--- src/design/lfai_pkg.sv ---
// constants, carriers and state layout of the line/framer alarm interrupt block
// assumes one 40 MHz clock and a classic wishbone master with 32-bit data
package lfai_pkg;

  // ---------------------------------------------------------------
  // register indices (byte address is four times the index)
  // ---------------------------------------------------------------
  localparam logic [5:0] IDX_SUMMARY_ONE    = 6'h14;
  localparam logic [5:0] IDX_SUMMARY_TWO    = 6'h15;
  localparam logic [5:0] IDX_LINE_STATUS    = 6'h16;
  localparam logic [5:0] IDX_LINE_MASK      = 6'h17;
  localparam logic [5:0] IDX_FRAMER_STATUS  = 6'h18;
  localparam logic [5:0] IDX_FRAMER_MASK    = 6'h19;
  localparam logic [5:0] IDX_CONFIG         = 6'h20;
  localparam logic [5:0] IDX_SIG_ENABLE     = 6'h21;

  // ---------------------------------------------------------------
  // fields and reset values
  // ---------------------------------------------------------------
  localparam int unsigned CFG_T1_MODE       = 0;
  localparam int unsigned CFG_INTERVAL_SEL  = 1;
  localparam int unsigned CFG_EXT_ZEROS     = 2;
  localparam int unsigned CFG_THRESH_LSB    = 4;
  localparam logic [7:0]  LINE_EVENT_BITS   = 8'h70;
  localparam logic [7:0]  FRAMER_EVENT_BITS = 8'hf0;
  localparam logic [7:0]  RST_MASK          = 8'h00;
  localparam logic [7:0]  RST_CONFIG        = 8'h01;
  localparam logic [7:0]  RST_SIG_ENABLE    = 8'h00;

  // ---------------------------------------------------------------
  // timing
  // ---------------------------------------------------------------
  localparam int unsigned CLK_KHZ           = 40_000;
  localparam int unsigned LEVEL_LOW_MS      = 50;
  localparam int unsigned TICK_LONG_MS      = 1000;
  localparam int unsigned TICK_T1_US        = 42_000;
  localparam int unsigned TICK_E1_US        = 62_500;
  localparam int unsigned CHAN_T1_NS        = 5181;
  localparam int unsigned CHAN_E1_NS        = 3906;
  localparam int unsigned LEVEL_LOW_CYC     = LEVEL_LOW_MS * CLK_KHZ;
  localparam int unsigned TICK_LONG_CYC     = TICK_LONG_MS * CLK_KHZ;
  localparam int unsigned TICK_T1_CYC       = TICK_T1_US * CLK_KHZ / 1000;
  localparam int unsigned TICK_E1_CYC       = TICK_E1_US * CLK_KHZ / 1000;
  localparam logic [7:0]  CHAN_T1_CYC       = 8'(CHAN_T1_NS * CLK_KHZ / 1_000_000);
  localparam logic [7:0]  CHAN_E1_CYC       = 8'(CHAN_E1_NS * CLK_KHZ / 1_000_000);
  localparam logic [11:0] ZEROS_T1          = 12'd192;
  localparam logic [11:0] ZEROS_E1          = 12'd255;
  localparam logic [11:0] ZEROS_E1_EXT      = 12'd2048;

  // ---------------------------------------------------------------
  // carriers
  // ---------------------------------------------------------------
  typedef struct packed {
    logic       carrier_absent;
    logic       over_current;
    logic       open_circuit;
    logic [3:0] rx_level;
  } lfai_line_ind_t;

  typedef struct packed {
    logic yellow_alarm;
    logic all_ones;
    logic loss_of_sync;
    logic jitter_trip;
  } lfai_framer_ind_t;

  typedef struct packed {
    lfai_line_ind_t line_s1;
    lfai_line_ind_t line_s2;
    logic           txclk_s1;
    logic           txclk_s2;
    logic           txclk_s3;
    logic [7:0]     cfg;
    logic [7:0]     mask1;
    logic [7:0]     mask2;
    logic [7:0]     sig_en;
    logic [7:0]     sig_prev;
    logic [7:0]     pend1;
    logic [7:0]     pend2;
    logic [7:0]     prev1;
    logic [7:0]     prev2;
    logic [25:0]    level_cnt;
    logic [25:0]    tick_cnt;
    logic [7:0]     txclk_cnt;
    logic [11:0]    zero_cnt;
    logic           level_low;
    logic           txclk_lost;
    logic           fr_carrier_loss;
    logic           ack;
    logic [7:0]     dat;
    logic           irq;
  } lfai_state_t;

endpackage

--- src/design/lfai_core.sv ---
// status, mask and interrupt summary logic for line and framer alarms
// assumes framer indications and bit strobe on clk_i; line pins asynchronous
`timescale 1ns/1ps
module lfai_core
  import lfai_pkg::*;
#(
  parameter int unsigned LEVEL_LOW_CYCLES = LEVEL_LOW_CYC,
  parameter int unsigned TICK_LONG_CYCLES = TICK_LONG_CYC,
  parameter int unsigned TICK_T1_CYCLES   = TICK_T1_CYC,
  parameter int unsigned TICK_E1_CYCLES   = TICK_E1_CYC
) (
  input  wire logic             clk_i,
  input  wire logic             srst_i,
  input  wire logic             wb_cyc_i,
  input  wire logic             wb_stb_i,
  input  wire logic             wb_we_i,
  input  wire logic [7:0]       wb_adr_i,
  input  wire logic [3:0]       wb_sel_i,
  input  wire logic [31:0]      wb_dat_i,
  output logic      [31:0]      wb_dat_o,
  output logic                  wb_ack_o,
  input  wire lfai_line_ind_t   line_ind_i,
  input  wire logic             line_tx_clock_input_i,
  input  wire lfai_framer_ind_t framer_ind_i,
  input  wire logic             framer_rx_positive_input_i,
  input  wire logic             framer_rx_negative_input_i,
  input  wire logic             rx_bit_valid_i,
  input  wire logic [7:0]       signaling_state_i,
  input  wire logic [6:0]       other_status_pending_i,
  output logic                  irq_o
);

  // ---------------------------------------------------------------
  // register index from byte address
  // ---------------------------------------------------------------
  function automatic logic [5:0] lfai_index(input logic [7:0] adr);
    lfai_index = adr[7:2];
  endfunction

  lfai_state_t r;
  lfai_state_t n;

  logic        below;
  logic        tick;
  logic        sig_ev;
  logic        txclk_edge;
  logic        req;
  logic        rd;
  logic        wr;
  logic        clr1;
  logic        clr2;
  logic [5:0]  idx;
  logic [7:0]  cond1;
  logic [7:0]  cond2;
  logic [7:0]  set1;
  logic [7:0]  set2;
  logic [7:0]  stat1;
  logic [7:0]  stat2;
  logic [7:0]  sum1;
  logic [7:0]  sum2;
  logic [25:0] tick_len;
  logic [7:0]  chan_len;
  logic [11:0] zero_len;
  logic        t1;

  always_comb begin
    n = r;

    // ---------------------------------------------------------------
    // pin synchronisers
    // ---------------------------------------------------------------
    n.line_s1  = line_ind_i;
    n.line_s2  = r.line_s1;
    n.txclk_s1 = line_tx_clock_input_i;
    n.txclk_s2 = r.txclk_s1;
    n.txclk_s3 = r.txclk_s2;
    t1 = r.cfg[CFG_T1_MODE];

    // ---------------------------------------------------------------
    // input level under threshold
    // ---------------------------------------------------------------
    below = r.line_s2.rx_level > r.cfg[CFG_THRESH_LSB +: 4];
    if (!below) begin
      n.level_cnt = '0;
      n.level_low = 1'b0;
    end else if (r.level_cnt >= 26'(LEVEL_LOW_CYCLES - 1)) begin
      n.level_low = 1'b1;
    end else begin
      n.level_cnt = r.level_cnt + 26'd1;
    end

    // ---------------------------------------------------------------
    // counter update tick
    // ---------------------------------------------------------------
    if (!r.cfg[CFG_INTERVAL_SEL]) begin
      tick_len = 26'(TICK_LONG_CYCLES);
    end else if (t1) begin
      tick_len = 26'(TICK_T1_CYCLES);
    end else begin
      tick_len = 26'(TICK_E1_CYCLES);
    end
    tick = r.tick_cnt >= tick_len - 26'd1;
    n.tick_cnt = tick ? '0 : r.tick_cnt + 26'd1;

    // ---------------------------------------------------------------
    // transmit clock loss
    // ---------------------------------------------------------------
    chan_len = t1 ? CHAN_T1_CYC : CHAN_E1_CYC;
    txclk_edge = r.txclk_s2 ^ r.txclk_s3;
    if (txclk_edge) begin
      n.txclk_cnt  = '0;
      n.txclk_lost = 1'b0;
    end else if (r.txclk_cnt >= chan_len - 8'd1) begin
      n.txclk_lost = 1'b1;
    end else begin
      n.txclk_cnt = r.txclk_cnt + 8'd1;
    end

    // ---------------------------------------------------------------
    // framer carrier loss on zero runs
    // ---------------------------------------------------------------
    if (t1) begin
      zero_len = ZEROS_T1;
    end else if (r.cfg[CFG_EXT_ZEROS]) begin
      zero_len = ZEROS_E1_EXT;
    end else begin
      zero_len = ZEROS_E1;
    end
    if (rx_bit_valid_i) begin
      if (framer_rx_positive_input_i || framer_rx_negative_input_i) begin
        n.zero_cnt        = '0;
        n.fr_carrier_loss = 1'b0;
      end else if (r.zero_cnt >= zero_len - 12'd1) begin
        n.fr_carrier_loss = 1'b1;
      end else begin
        n.zero_cnt = r.zero_cnt + 12'd1;
      end
    end

    // ---------------------------------------------------------------
    // signaling change of state
    // ---------------------------------------------------------------
    n.sig_prev = signaling_state_i;
    sig_ev = |((signaling_state_i ^ r.sig_prev) & r.sig_en);

    // ---------------------------------------------------------------
    // conditions and their interrupt edges
    // ---------------------------------------------------------------
    cond1 = {r.level_low, 3'b000, r.line_s2.carrier_absent,
             r.line_s2.over_current, r.line_s2.open_circuit,
             r.txclk_lost};
    cond2 = {4'h0, framer_ind_i.yellow_alarm & t1,
             framer_ind_i.all_ones, r.fr_carrier_loss,
             framer_ind_i.loss_of_sync};
    n.prev1 = cond1;
    n.prev2 = cond2;
    set1 = (cond1 ^ r.prev1) & ~LINE_EVENT_BITS;
    set1[6] = tick;
    set1[5] = sig_ev;
    set1[4] = framer_ind_i.jitter_trip;
    set2 = cond2 & ~r.prev2 & ~FRAMER_EVENT_BITS;
    set2[7] = r.prev2[3] & ~cond2[3] & t1;
    set2[6] = r.prev2[2] & ~cond2[2];
    set2[5] = r.prev2[1] & ~cond2[1];
    set2[4] = r.prev2[0] & ~cond2[0];

    // ---------------------------------------------------------------
    // status views and summaries
    // ---------------------------------------------------------------
    stat1 = (r.pend1 & LINE_EVENT_BITS) | (cond1 & ~LINE_EVENT_BITS);
    stat2 = (r.pend2 & FRAMER_EVENT_BITS) | (cond2 & ~FRAMER_EVENT_BITS);
    sum1 = {other_status_pending_i[5:0], |(r.pend2 & r.mask2),
            |(r.pend1 & r.mask1)};
    sum2 = {7'h00, other_status_pending_i[6]};

    // ---------------------------------------------------------------
    // wishbone slave
    // ---------------------------------------------------------------
    idx  = lfai_index(wb_adr_i);
    req  = wb_cyc_i && wb_stb_i && !r.ack;
    rd   = req && !wb_we_i;
    wr   = req && wb_we_i && wb_sel_i[0];
    clr1 = rd && (idx == IDX_LINE_STATUS);
    clr2 = rd && (idx == IDX_FRAMER_STATUS);
    n.ack = req;
    n.dat = r.dat;
    if (rd) begin
      case (idx)
        IDX_SUMMARY_ONE:   n.dat = sum1;
        IDX_SUMMARY_TWO:   n.dat = sum2;
        IDX_LINE_STATUS:   n.dat = stat1;
        IDX_LINE_MASK:     n.dat = r.mask1;
        IDX_FRAMER_STATUS: n.dat = stat2;
        IDX_FRAMER_MASK:   n.dat = r.mask2;
        IDX_CONFIG:        n.dat = r.cfg;
        IDX_SIG_ENABLE:    n.dat = r.sig_en;
        default:           n.dat = 8'h00;
      endcase
    end
    if (wr) begin
      case (idx)
        IDX_LINE_MASK:   n.mask1  = wb_dat_i[7:0];
        IDX_FRAMER_MASK: n.mask2  = wb_dat_i[7:0];
        IDX_CONFIG:      n.cfg    = wb_dat_i[7:0];
        IDX_SIG_ENABLE:  n.sig_en = wb_dat_i[7:0];
        default:         n.cfg    = r.cfg;
      endcase
    end

    // latched bits clear on read, a new set wins
    n.pend1 = (r.pend1 & ~{8{clr1}}) | set1;
    n.pend2 = (r.pend2 & ~{8{clr2}}) | set2;
    n.irq   = |{sum1, sum2};
  end

  // ---------------------------------------------------------------
  // state register
  // ---------------------------------------------------------------
  always_ff @(posedge clk_i) begin
    if (srst_i) begin
      r        <= '0;
      r.cfg    <= RST_CONFIG;
      r.mask1  <= RST_MASK;
      r.mask2  <= RST_MASK;
      r.sig_en <= RST_SIG_ENABLE;
    end else begin
      r <= n;
    end
  end

  assign wb_ack_o = r.ack;
  assign wb_dat_o = {24'h000000, r.dat};
  assign irq_o    = r.irq;

endmodule

--- config.mk ---
export PLATFORM = sky130hd
export DESIGN_NAME = lfai_core
export DESIGN_NICKNAME = d
export VERILOG_FILES = /design/src/design/lfai_pkg.sv /design/src/design/lfai_core.sv
export SDC_FILE = /design/constraint.sdc
export NUM_CORES = 1
export LEC_CHECK = 0
export BUFFER_PORTS_ARGS = -buffer_cell sky130_fd_sc_hd__buf_2
export CAP_MARGIN = 10
export CORE_UTILIZATION = 57
export CTS_CLUSTER_DIAMETER = 150
export DETAILED_ROUTE_END_ITERATION = 16
export GPL_TIMING_DRIVEN = 1
export PLACE_DENSITY = 0.76
export SETUP_SLACK_MARGIN = 0.5
export SLEW_MARGIN = 20
export SYNTH_ARGS = -nofsm -noshare
export SYNTH_HDL_FRONTEND = slang
export SYNTH_SLANG_ARGS = --single-unit
--- constraint.sdc ---
create_clock -name clk_i -period 2.8 [get_ports clk_i]
set_input_delay 0.56 -clock clk_i [delete_from_list [all_inputs] [get_ports clk_i]]
set_output_delay 0.56 -clock clk_i [all_outputs]
set_load 0.05 [all_outputs]
==> results.yml, run 1 <==
setup_path:
  reg2regPathDepth: 10
  r2r-end: "r[47]"
  cp_cell_sequence: "nor2b_4, inv_1, ha_1, nand4_1, nor4bb_4, nand4_1, o21ai_2, nand4b_1, buf_12, nor2_1"
  max_stage_delay_ps: 380
  cp.arrival_ps: 2630
  endpoint: "r[47]"
  critPathLaunch: "r[150]"
  critPathKind: "reg -> reg"
  r2r-start: "r[150]"
  cpMaxStageDelayCell: "dfxtp_2"
  end_kind: "flop"
  reg2reg_setup_slack_ps: 480
  cp_max_fo: 26
  cp.required_ps: 3120
  cpMostUsedCell: "nand4_1"
  crit_path_start_kind: "flop"
cts:
  clockBufferDepth: 2
  cts_sinks: 167
  clk_pin_slew_ps: 60
  postCtsHoldBufs: 0
  cts_buffers: 17
  clock_latency_ps: 430
  cts_tree: "done"
  htree_levels: 4
  cts-root-buf: "clkbuf_16"
floorplan:
  dieWidth_um: 119
  io_pins: 113
  start_util_pct: 58.5
  core_area_mm2: 0.0133
  dieArea_mm2: 0.0141
  die_h_um: 119
  rows: 42
grt:
  grt_pass1_vias: 5667
  grt_antenna_before_repair: 0
  groute.usage.overall_pct: 23.7
  grt_max_degree: 86
  grt_pass1_wl_um: 26800
  grt_overflow_total: 0
synth:
  synthCells: 850
  avgSynthCellArea_um2: 9.15
  synth_xor_area_share_pct: 7.89
  ys_seq_elements: 167
  synth_most_common_cell: "dfxtp_1"
  synthMuxAreaShare_pct: 4.39
  synth_common_cells: "dfxtp_1, nor2_1, xor2_1"
  synthArstFlopShare_pct: 0
  synth_edf_count: 0
  synth-simple-area-share_pct: 22.0
  syn_area_mm2: 0.00777
  synthFlopType: "dfxtp_1"
  ys_seq_area_share_pct: 43.0
  synth_cell_types: 62
  synth_area_leaders: "dfxtp_1, nor2_1, ha_1"
  synth_top_cell_area_share_pct: 43.0
  synthAdderAreaFrac_pct: 6.12
  synth_top_family_by_area: "simple AND/OR/NAND/NOR gates"
  yosys.area.top_type: "dfxtp_1"
  ys_warn_count: 0
  synth_compound_area_share_pct: 10.7
drt:
  drc: 0
  drt_first_pass_iters: 6
  ant_nets: 0
  post_drt_via_cell_ratio: 5.59
  drt-initial-drc-count: 643
  wire_per_inst_um: 15.0
  num_vias: 6181
  wl_um: 16600
sta:
  final_max_slew_viol_count: 0
  tightest_slew_ps: 837
  hold_viol: 0
  setup_tns_ps: 0
  finalCritPeriodShare_pct: 82.8
  clock.fmax_ghz: 0.432
  setup_ws_ps: 483
  rsz0062_at_grt: "true"
  finalClockSkew_ps: 5.46
  relSlewSlack_pct: 43.8
  min_period_ps: 2320
  setup_violations: 0
place:
  routabilityCongestion: 0.869
  portBuffers: 59
  pre_cts_slack_ps: 345
  dp_hpwl_um: 11200
pwr:
  p_total_mw: 4.98
  cellLeakagePower_nw: 3.64
  p_per_area_mw_per_mm2: 553
  irDropWorstVdd_mv: 0.389
final_layout:
  num-nets-final: 1035
  multi_input_area_mm2: 0.00425
  seqCellArea_mm2: 0.00335
  layout-drive-gt1-share_pct: 15.4
  n_antenna_cell: 0
  fillers: 1053
  layout-area-overhead-vs-synth_pct: 15.7
outcome:
  status: "finished, final reports clean"
min_path:
  hp-class: "in -> reg"
flow_run:
  drv_cap: 0
## critical path, delay by kind of cell (launching register included)
kind                     cells  cell delay (ps)
AND/OR/NAND/NOR              6             1110
AO/OA/AOI/OAI                1              170
adder cells (fa/ha/maj)      1              270
flip-flops                   1              380
buffers and inverters        2              250
## cell usage in the layout, fill, tap and decap left out, drive strengths merged, types with 6 or more instances in the layout
| cell | n |
|---|---|
| mux2i | 33 |
| a22oi | 15 |
| a21o | 7 |
| nor3 | 15 |
| and2 | 6 |
| buf | 80 |
| and4 | 12 |
| inv | 29 |
| conb | 27 |
| nor2 | 135 |
| nand2 | 43 |
| ha | 38 |
| dfxtp | 167 |
| xnor2 | 19 |
| nand4 | 23 |
| a222oi | 11 |
| nor2b | 37 |
| o21ai | 16 |
| nand3 | 25 |
| a31oi | 11 |
| and3 | 14 |
| xor2 | 51 |
| clkbuf | 24 |
| a21oi | 26 |
## logic make-up after synthesis
logic type	Yosys count
simple gates	335
buf+inv	85
fa+ha+maj	38
mux	34
compound gates	119
other cells	2
flops	167
xor+xnor	70
## layer usage
| layer | routed length [um] | vias to the layer above | track usage, % |
|---|---|---|---|
| li1 | - | 3070 | - |
| met1 | 7660 | 2919 | 31.1 |
| met2 | 7740 | 167 | 37.3 |
| met3 | 949 | 25 | 6.56 |
| met4 | 235 | 0 | 8.39 |
| met5 | 0 | - | 0 |
## through the flow
step                hold WS (ps)  utilization [%]  cell area [um2]  std cells
global route                 340             67.7             9000       1106
CTS                          332             66.3             8820       1103
finish                       337             67.7             9000       1106
global placement             413             61.7             8200       1068
detailed placement           418             61.7             8200       1068
floorplan                    403                -             7900        875
## state kept, by name, summed over array words and instances, names as in the netlist
name / count
wb_ack_o: 1
r: 142
cond1: 5
cond2: 1
wb_dat_o: 8
irq_o: 1
n: 9
## power by group
group / internal (mW) / switching (mW) / total, mW
logic: 0.0883 / 0.204 / 0.292
clock network: 1.33 / 0.908 / 2.24
registers: 2.42 / 0.0260 / 2.44
## final cells by class
class	count	area share [%]
Clock buffer	24	5.58
Clock inverter	7	0.765
Inverter	29	1.24
Multi-Input combinational cell	623	47.3
Sequential cell	167	37.2
Tap cell	176	2.45
Timing Repair Buffer	80	5.48
## timing repair
item,in CTS,in global routing
gates resized for setup,8,25
buffers inserted,3,3
endpoints found under the setup margin,38,38
cloned,1,0
pin swaps,3,15
## worst min path at each step
stage	start	endpoint	slack (ps)	depth (start not counted)
finish	line_ind_i[0]	n[160]	340	2
global route	line_ind_i[3]	n[163]	340	2
CTS	line_ind_i[4]	n[164]	330	2
detailed placement	r[82]	r[82]	420	2
global placement	r[82]	r[82]	410	2
floorplan	r[82]	r[82]	400	2
No activity file was read; power rests on OpenSTA's default activity.
==> run 2, diff against run 1 <==
--- a/config.mk
+++ b/config.mk
@@ -7,11 +7,11 @@
 export LEC_CHECK = 0
 export BUFFER_PORTS_ARGS = -buffer_cell sky130_fd_sc_hd__buf_2
 export CAP_MARGIN = 10
-export CORE_UTILIZATION = 57
+export CORE_UTILIZATION = 52
 export CTS_CLUSTER_DIAMETER = 150
 export DETAILED_ROUTE_END_ITERATION = 16
 export GPL_TIMING_DRIVEN = 1
-export PLACE_DENSITY = 0.76
+export PLACE_DENSITY = 0.73
 export SETUP_SLACK_MARGIN = 0.5
 export SLEW_MARGIN = 20
 export SYNTH_ARGS = -nofsm -noshare
==> constraint.sdc (replaced) <==
create_clock -name clk_i -period 2.1 [get_ports clk_i]
set_input_delay 0.42 -clock clk_i [delete_from_list [all_inputs] [get_ports clk_i]]
set_output_delay 0.42 -clock clk_i [all_outputs]
set_load 0.05 [all_outputs]
==> run 2 against run 1 <==
Net effect: the flow now finishes with violations (setup timing); global-route usage up 0.95 points; cell count up 6.1%; wire length up 20%; critical path type unchanged; critical endpoint is now r[40]; largest power group is now the clock network.
==> results.yml, run 2 (same netlist as run 1, synthesis figures left out) <==
floorplan:
  dieWidth_um: 124
  start_util_pct: 53.5
  die_h_um: 124
  core_area_mm2: 0.0145
  dieArea_mm2: 0.0154
  rows: 44
  io_pins: 113
final_layout:
  num-nets-final: 1093
  final_area_mm2: 0.0102
  final_cells: 1173
  layout-drive-gt1-share_pct: 27.8
  layout_commonest_cell: "dfxtp_1"
  layout-area-overhead-vs-synth_pct: 30.8
  largest_reg_flops: 142
  layout_common_cells: "dfxtp_1, nor2_1, buf_2, xor2_1, buf_4"
  fin_util_pct: 69.9
  n_antenna_cell: 0
  regMostFlops: "r"
drt:
  num_vias: 6656
  wl_um: 19900
  wire_per_inst_um: 17.0
  ant_nets: 0
  drt-initial-drc-count: 530
  post_drt_via_cell_ratio: 5.67
  drc: 0
  drt_first_pass_iters: 7
grt:
  grt_antenna_before_repair: 0
  groute.usage.overall_pct: 24.7
  grt_pass1_wl_um: 30900
  grt_max_degree: 38
  grt_pass1_vias: 6315
  grt_overflow_total: 0
setup_path:
  critPathKind: "reg -> reg"
  end_kind: "flop"
  reg2reg_setup_slack_ps: -140
  cpMostUsedCell: "nand4_1"
  cp_max_fo: 19
  cp_cell_sequence: "nor2b_4, inv_2, ha_1, nand4_1, nor4bb_4, nand4_1, o21ai_2, nand4b_1, buf_12, nor2_1"
  cp.arrival_ps: 2560
  crit_path_start_kind: "flop"
  cp.required_ps: 2420
  path_buf_inv: 2
  crit_family: "simple AND/OR/NAND/NOR gates"
  cpMaxStageDelayCell: "dfxtp_4"
  max_stage_delay_ps: 400
sta:
  finalCritPeriodShare_pct: 107
  tightest_slew_ps: 528
  hold_viol: 0
  final_max_slew_viol_count: 0
  clock.fmax_ghz: 0.446
  relSlewSlack_pct: 64.7
  hold-worst-slack_ps: 198
  setup_tns_ps: -4670
  min_period_ps: 2240
  rsz0062_at_grt: "true"
  setup_ws_ps: -143
  setup_violations: 42
  finalClockSkew_ps: 13.6
place:
  dpl.cell_count: 1113
  dp_hpwl_um: 12200
  portBuffers: 59
  routabilityCongestion: 0.887
  pre_cts_slack_ps: -182
  placed_area_mm2: 0.00872
cts:
  cts-root-buf: "clkbuf_16"
  postCtsHoldBufs: 0
  clockBufferDepth: 2
  cts_buffers: 17
  cts_sinks: 167
  cts_tree: "done"
  clk_pin_slew_ps: 70
  clock_latency_ps: 430
  htree_levels: 4
pwr:
  p_per_area_mw_per_mm2: 696
  p_total_mw: 7.07
  cellLeakagePower_nw: 4.10
  irDropWorstVdd_mv: 0.599
min_path:
  hp-class: "in -> reg"
outcome:
  status: "complete, but fails checks"
  violations: "setup timing"
flow_run:
  drv_cap: 0
==> run 2: changes by cell type in the layout (fill, tap and decap cells not counted), sizes merged <==
cell	before	now
inv	29	35
clkbuf	24	18
clkinvlp	2	1
buf	80	138
bufinv	1	3
==> run 2: metal layers <==
metal	up-vias	GRT usage, %	part of all wire, %
met5	-	0	0
met4	0	9.28	1.8
met3	30	4.85	5.3
met2	231	40.5	50
met1	3216	31.9	43
li1	3179	-	-
==> run 2: cell type report <==
cell class / instances / area, um2
Inverter: 29 / 114
Clock inverter: 14 / 190
Sequential cell: 167 / 3360
Timing Repair Buffer: 138 / 1150
Clock buffer: 18 / 429
Tap cell: 184 / 230
Multi-Input combinational cell: 623 / 4690
Fill cell: 1079 / 4370
==> run 2: where the power goes <==
part           total [mW]  internal (mW)  switching (mW)
registers            3.26           3.22          0.0412
clock network        3.31           1.91            1.40
logic               0.504          0.185           0.319
total                7.07           5.32            1.76
==> run 2: worst paths after layout <==
kind	endpoint	cells after the start	startpoint
worst min-delay path	n[166]	2	line_ind_i[6]
worst min register to register	cond1[3]	1	n[166]
worst max register to register	r[40]	10	r[150]
worst max-delay path	r[40]	10	r[150]
==> run 2: what timing repair did <==
| item | CTS | global route |
|---|---|---|
| gates cloned | 4 | 0 |
| setup endpoints to repair | 91 | 120 |
| setup buffers | 12 | 12 |
| gates resized for setup | 61 | 59 |
| pin swaps | 19 | 30 |
==> run 3, diff against run 2 <==
--- a/config.mk
+++ b/config.mk
@@ -6,12 +6,12 @@
 export NUM_CORES = 1
 export LEC_CHECK = 0
 export BUFFER_PORTS_ARGS = -buffer_cell sky130_fd_sc_hd__buf_2
-export CAP_MARGIN = 10
+export CAP_MARGIN = 20
 export CORE_UTILIZATION = 52
 export CTS_CLUSTER_DIAMETER = 150
 export DETAILED_ROUTE_END_ITERATION = 16
 export GPL_TIMING_DRIVEN = 1
-export PLACE_DENSITY = 0.73
+export PLACE_DENSITY_LB_ADDON = 0.3
 export SETUP_SLACK_MARGIN = 0.5
 export SLEW_MARGIN = 20
 export SYNTH_ARGS = -nofsm -noshare
==> run 3 against run 2 <==
Net effect: the run still ends with setup timing left; clock skew fell by 5.0 ps; utilization fell by 0.81 points; critical path depth did not move; sequential power barely moved; fmax rose by 1.1%; clock-buffer cell count fell by 1; first-iteration DRC count rose by 22%; hold slack got worse by 7.5 ps; non-clock buffer count fell by 4; critical path type unchanged; critical endpoint is now r[47]; largest cell class unchanged; largest power group is now sequential cells.
==> results.yml, run 3 (same netlist as run 1, synthesis figures left out) <==
floorplan:
  core_area_mm2: 0.0145
  dieWidth_um: 124
  rows: 44
  io_pins: 113
  die_h_um: 124
  dieArea_mm2: 0.0154
  start_util_pct: 53.5
cts:
  clock_latency_ps: 430
  clk_pin_slew_ps: 70
  clockBufferDepth: 2
  cts_buffers: 17
  cts-root-buf: "clkbuf_16"
  cts_sinks: 167
  postCtsHoldBufs: 0
  cts_tree: "done"
  htree_levels: 4
final_layout:
  num-nets-final: 1089
  layout-drive-gt1-share_pct: 27.0
  largest_reg_flops: 142
  n_antenna_cell: 0
  seqCellArea_mm2: 0.00336
  regMostFlops: "r"
  layout-area-overhead-vs-synth_pct: 29.2
  multi_input_area_mm2: 0.00463
  fillers: 1057
  layout_common_cells: "dfxtp_1, nor2_1, buf_2, xor2_1, buf_4"
  layout_commonest_cell: "dfxtp_1"
pwr:
  combPwrFrac_pct: 7.1
  p_sw_share_pct: 26.1
  seq_power_share_pct: 47.1
  power.internal_mw: 5.11
  p_per_area_mw_per_mm2: 688
  p_sw_mw: 1.81
  irDropWorstVdd_mv: 0.567
  p_clk_share_pct: 45.7
  cellLeakagePower_nw: 4.04
setup_path:
  max_stage_delay_ps: 400
  cp_max_fo: 26
  crit_path_start_kind: "flop"
  critPathKind: "reg -> reg"
  reg2reg_setup_slack_ps: -120
  cp_cell_sequence: "nor2b_4, inv_2, ha_4, and4_1, nor4bb_4, nand4_1, o21ai_2, nand4b_1, buf_12, nor2_1"
  cpMaxStageDelayCell: "dfxtp_4"
  end_kind: "flop"
  r2r-end: "r[47]"
  cp.required_ps: 2430
  reg2regPathDepth: 10
  r2r-start: "r[150]"
  critPathLaunch: "r[150]"
  cp.arrival_ps: 2540
drt:
  drt_first_pass_iters: 6
  wl_um: 19100
  drt-initial-drc-count: 644
  drc: 0
  wire_per_inst_um: 16.4
  num_vias: 6470
  post_drt_via_cell_ratio: 5.53
  ant_nets: 0
grt:
  grt_pass1_wl_um: 30300
  grt_max_degree: 69
  grt_antenna_before_repair: 0
  grt_overflow_total: 0
  grt_pass1_vias: 6157
  groute.usage.overall_pct: 24.4
sta:
  tightest_slew_ps: 543
  final_max_slew_viol_count: 0
  relSlewSlack_pct: 63.6
  setup_violations: 37
  min_period_ps: 2220
  hold-worst-slack_ps: 191
  setup_ws_ps: -118
  setup_tns_ps: -3550
  rsz0062_at_grt: "true"
  clock.fmax_ghz: 0.451
  finalClockSkew_ps: 8.62
  hold_viol: 0
  finalCritPeriodShare_pct: 106
outcome:
  violations: "setup timing"
  status: "complete, but fails checks"
place:
  routabilityCongestion: 0.892
  dp_hpwl_um: 12000
  portBuffers: 59
  pre_cts_slack_ps: -117
min_path:
  min-delay-start: "line_ind_i[6]"
  min_path_cells: 2
  holdPathEnd: "n[166]"
  hp-class: "in -> reg"
flow_run:
  drv_cap: 0
[run 3: changes by cell type in the layout (fill, tap and decap cells not counted), sizes merged]
cell	delta
bufinv	-2
clkbuf	-1
buf	-4
clkinv	-1
inv	+4
[run 3: repair_timing]
| item | 4_1_cts | 5_1_grt |
|---|---|---|
| setup endpoints to repair | 91 | 111 |
| pin swaps | 25 | 34 |
| gates cloned | 4 | 0 |
| hold endpoints to repair | 0 | 0 |
| resized for setup | 56 | 51 |
| setup buffers | 8 | 13 |
[run 3: through the flow]
step	area [um2]	utilization [%]	std cells	power, mW
finish	10000	69.1	1169	6.92
global route	10000	69.1	1169	7.16
CTS	9730	66.9	1156	6.94
detailed placement	8730	60.1	1112	3.75
global placement	8730	60.1	1112	3.74
floorplan	8150	-	875	3.64
[run 3: final cells by class]
class	count	share of cell area, %
Inverter	29	1.13
Clock inverter	15	1.76
Timing Repair Buffer	134	11.0
Tap cell	184	2.29
Sequential cell	167	33.5
Clock buffer	17	4.23
Multi-Input combinational cell	623	46.1
[run 3: worst max path at each step]
stage | endpoint | slack (ps) | cells past startpoint
after floorplan | r[42] | -70 | 11
after global placement | r[45] | -80 | 10
after detailed placement | r[37] | -120 | 10
after CTS | r[47] | -100 | 10
after global routing | r[42] | -250 | 10
final | r[47] | -120 | 10
[run 3: worst max-delay path, delay by kind of cell, from the launching register on]
family | cells | cell delay (ps)
buffers and inverters | 2 | 240
flip-flops | 1 | 400
AND/OR/NAND/NOR | 6 | 1030
AO/OA/AOI/OAI | 1 | 180
adder cells (fa/ha/maj) | 1 | 250
[run 3: metal layers]
layer	part of all wire, %	GRT usage [%]	vias to the layer above	routed length, um
met2	49	40.0	207	9300
met3	5.7	5.24	31	1100
li1	-	-	3172	-
met4	1.9	8.36	0	369
met1	44	31.6	3060	8350
met5	0	0	-	0
[run 3: power groups by stage]
stage | registers, mW | clock network, mW | logic, mW
after CTS | 3.26 | 3.21 | 0.474
final | 3.26 | 3.16 | 0.494
after global placement | 3.33 | 0 | 0.413
after global routing | 3.26 | 3.37 | 0.528
after floorplan | 3.33 | 0 | 0.316
after detailed placement | 3.33 | 0 | 0.418
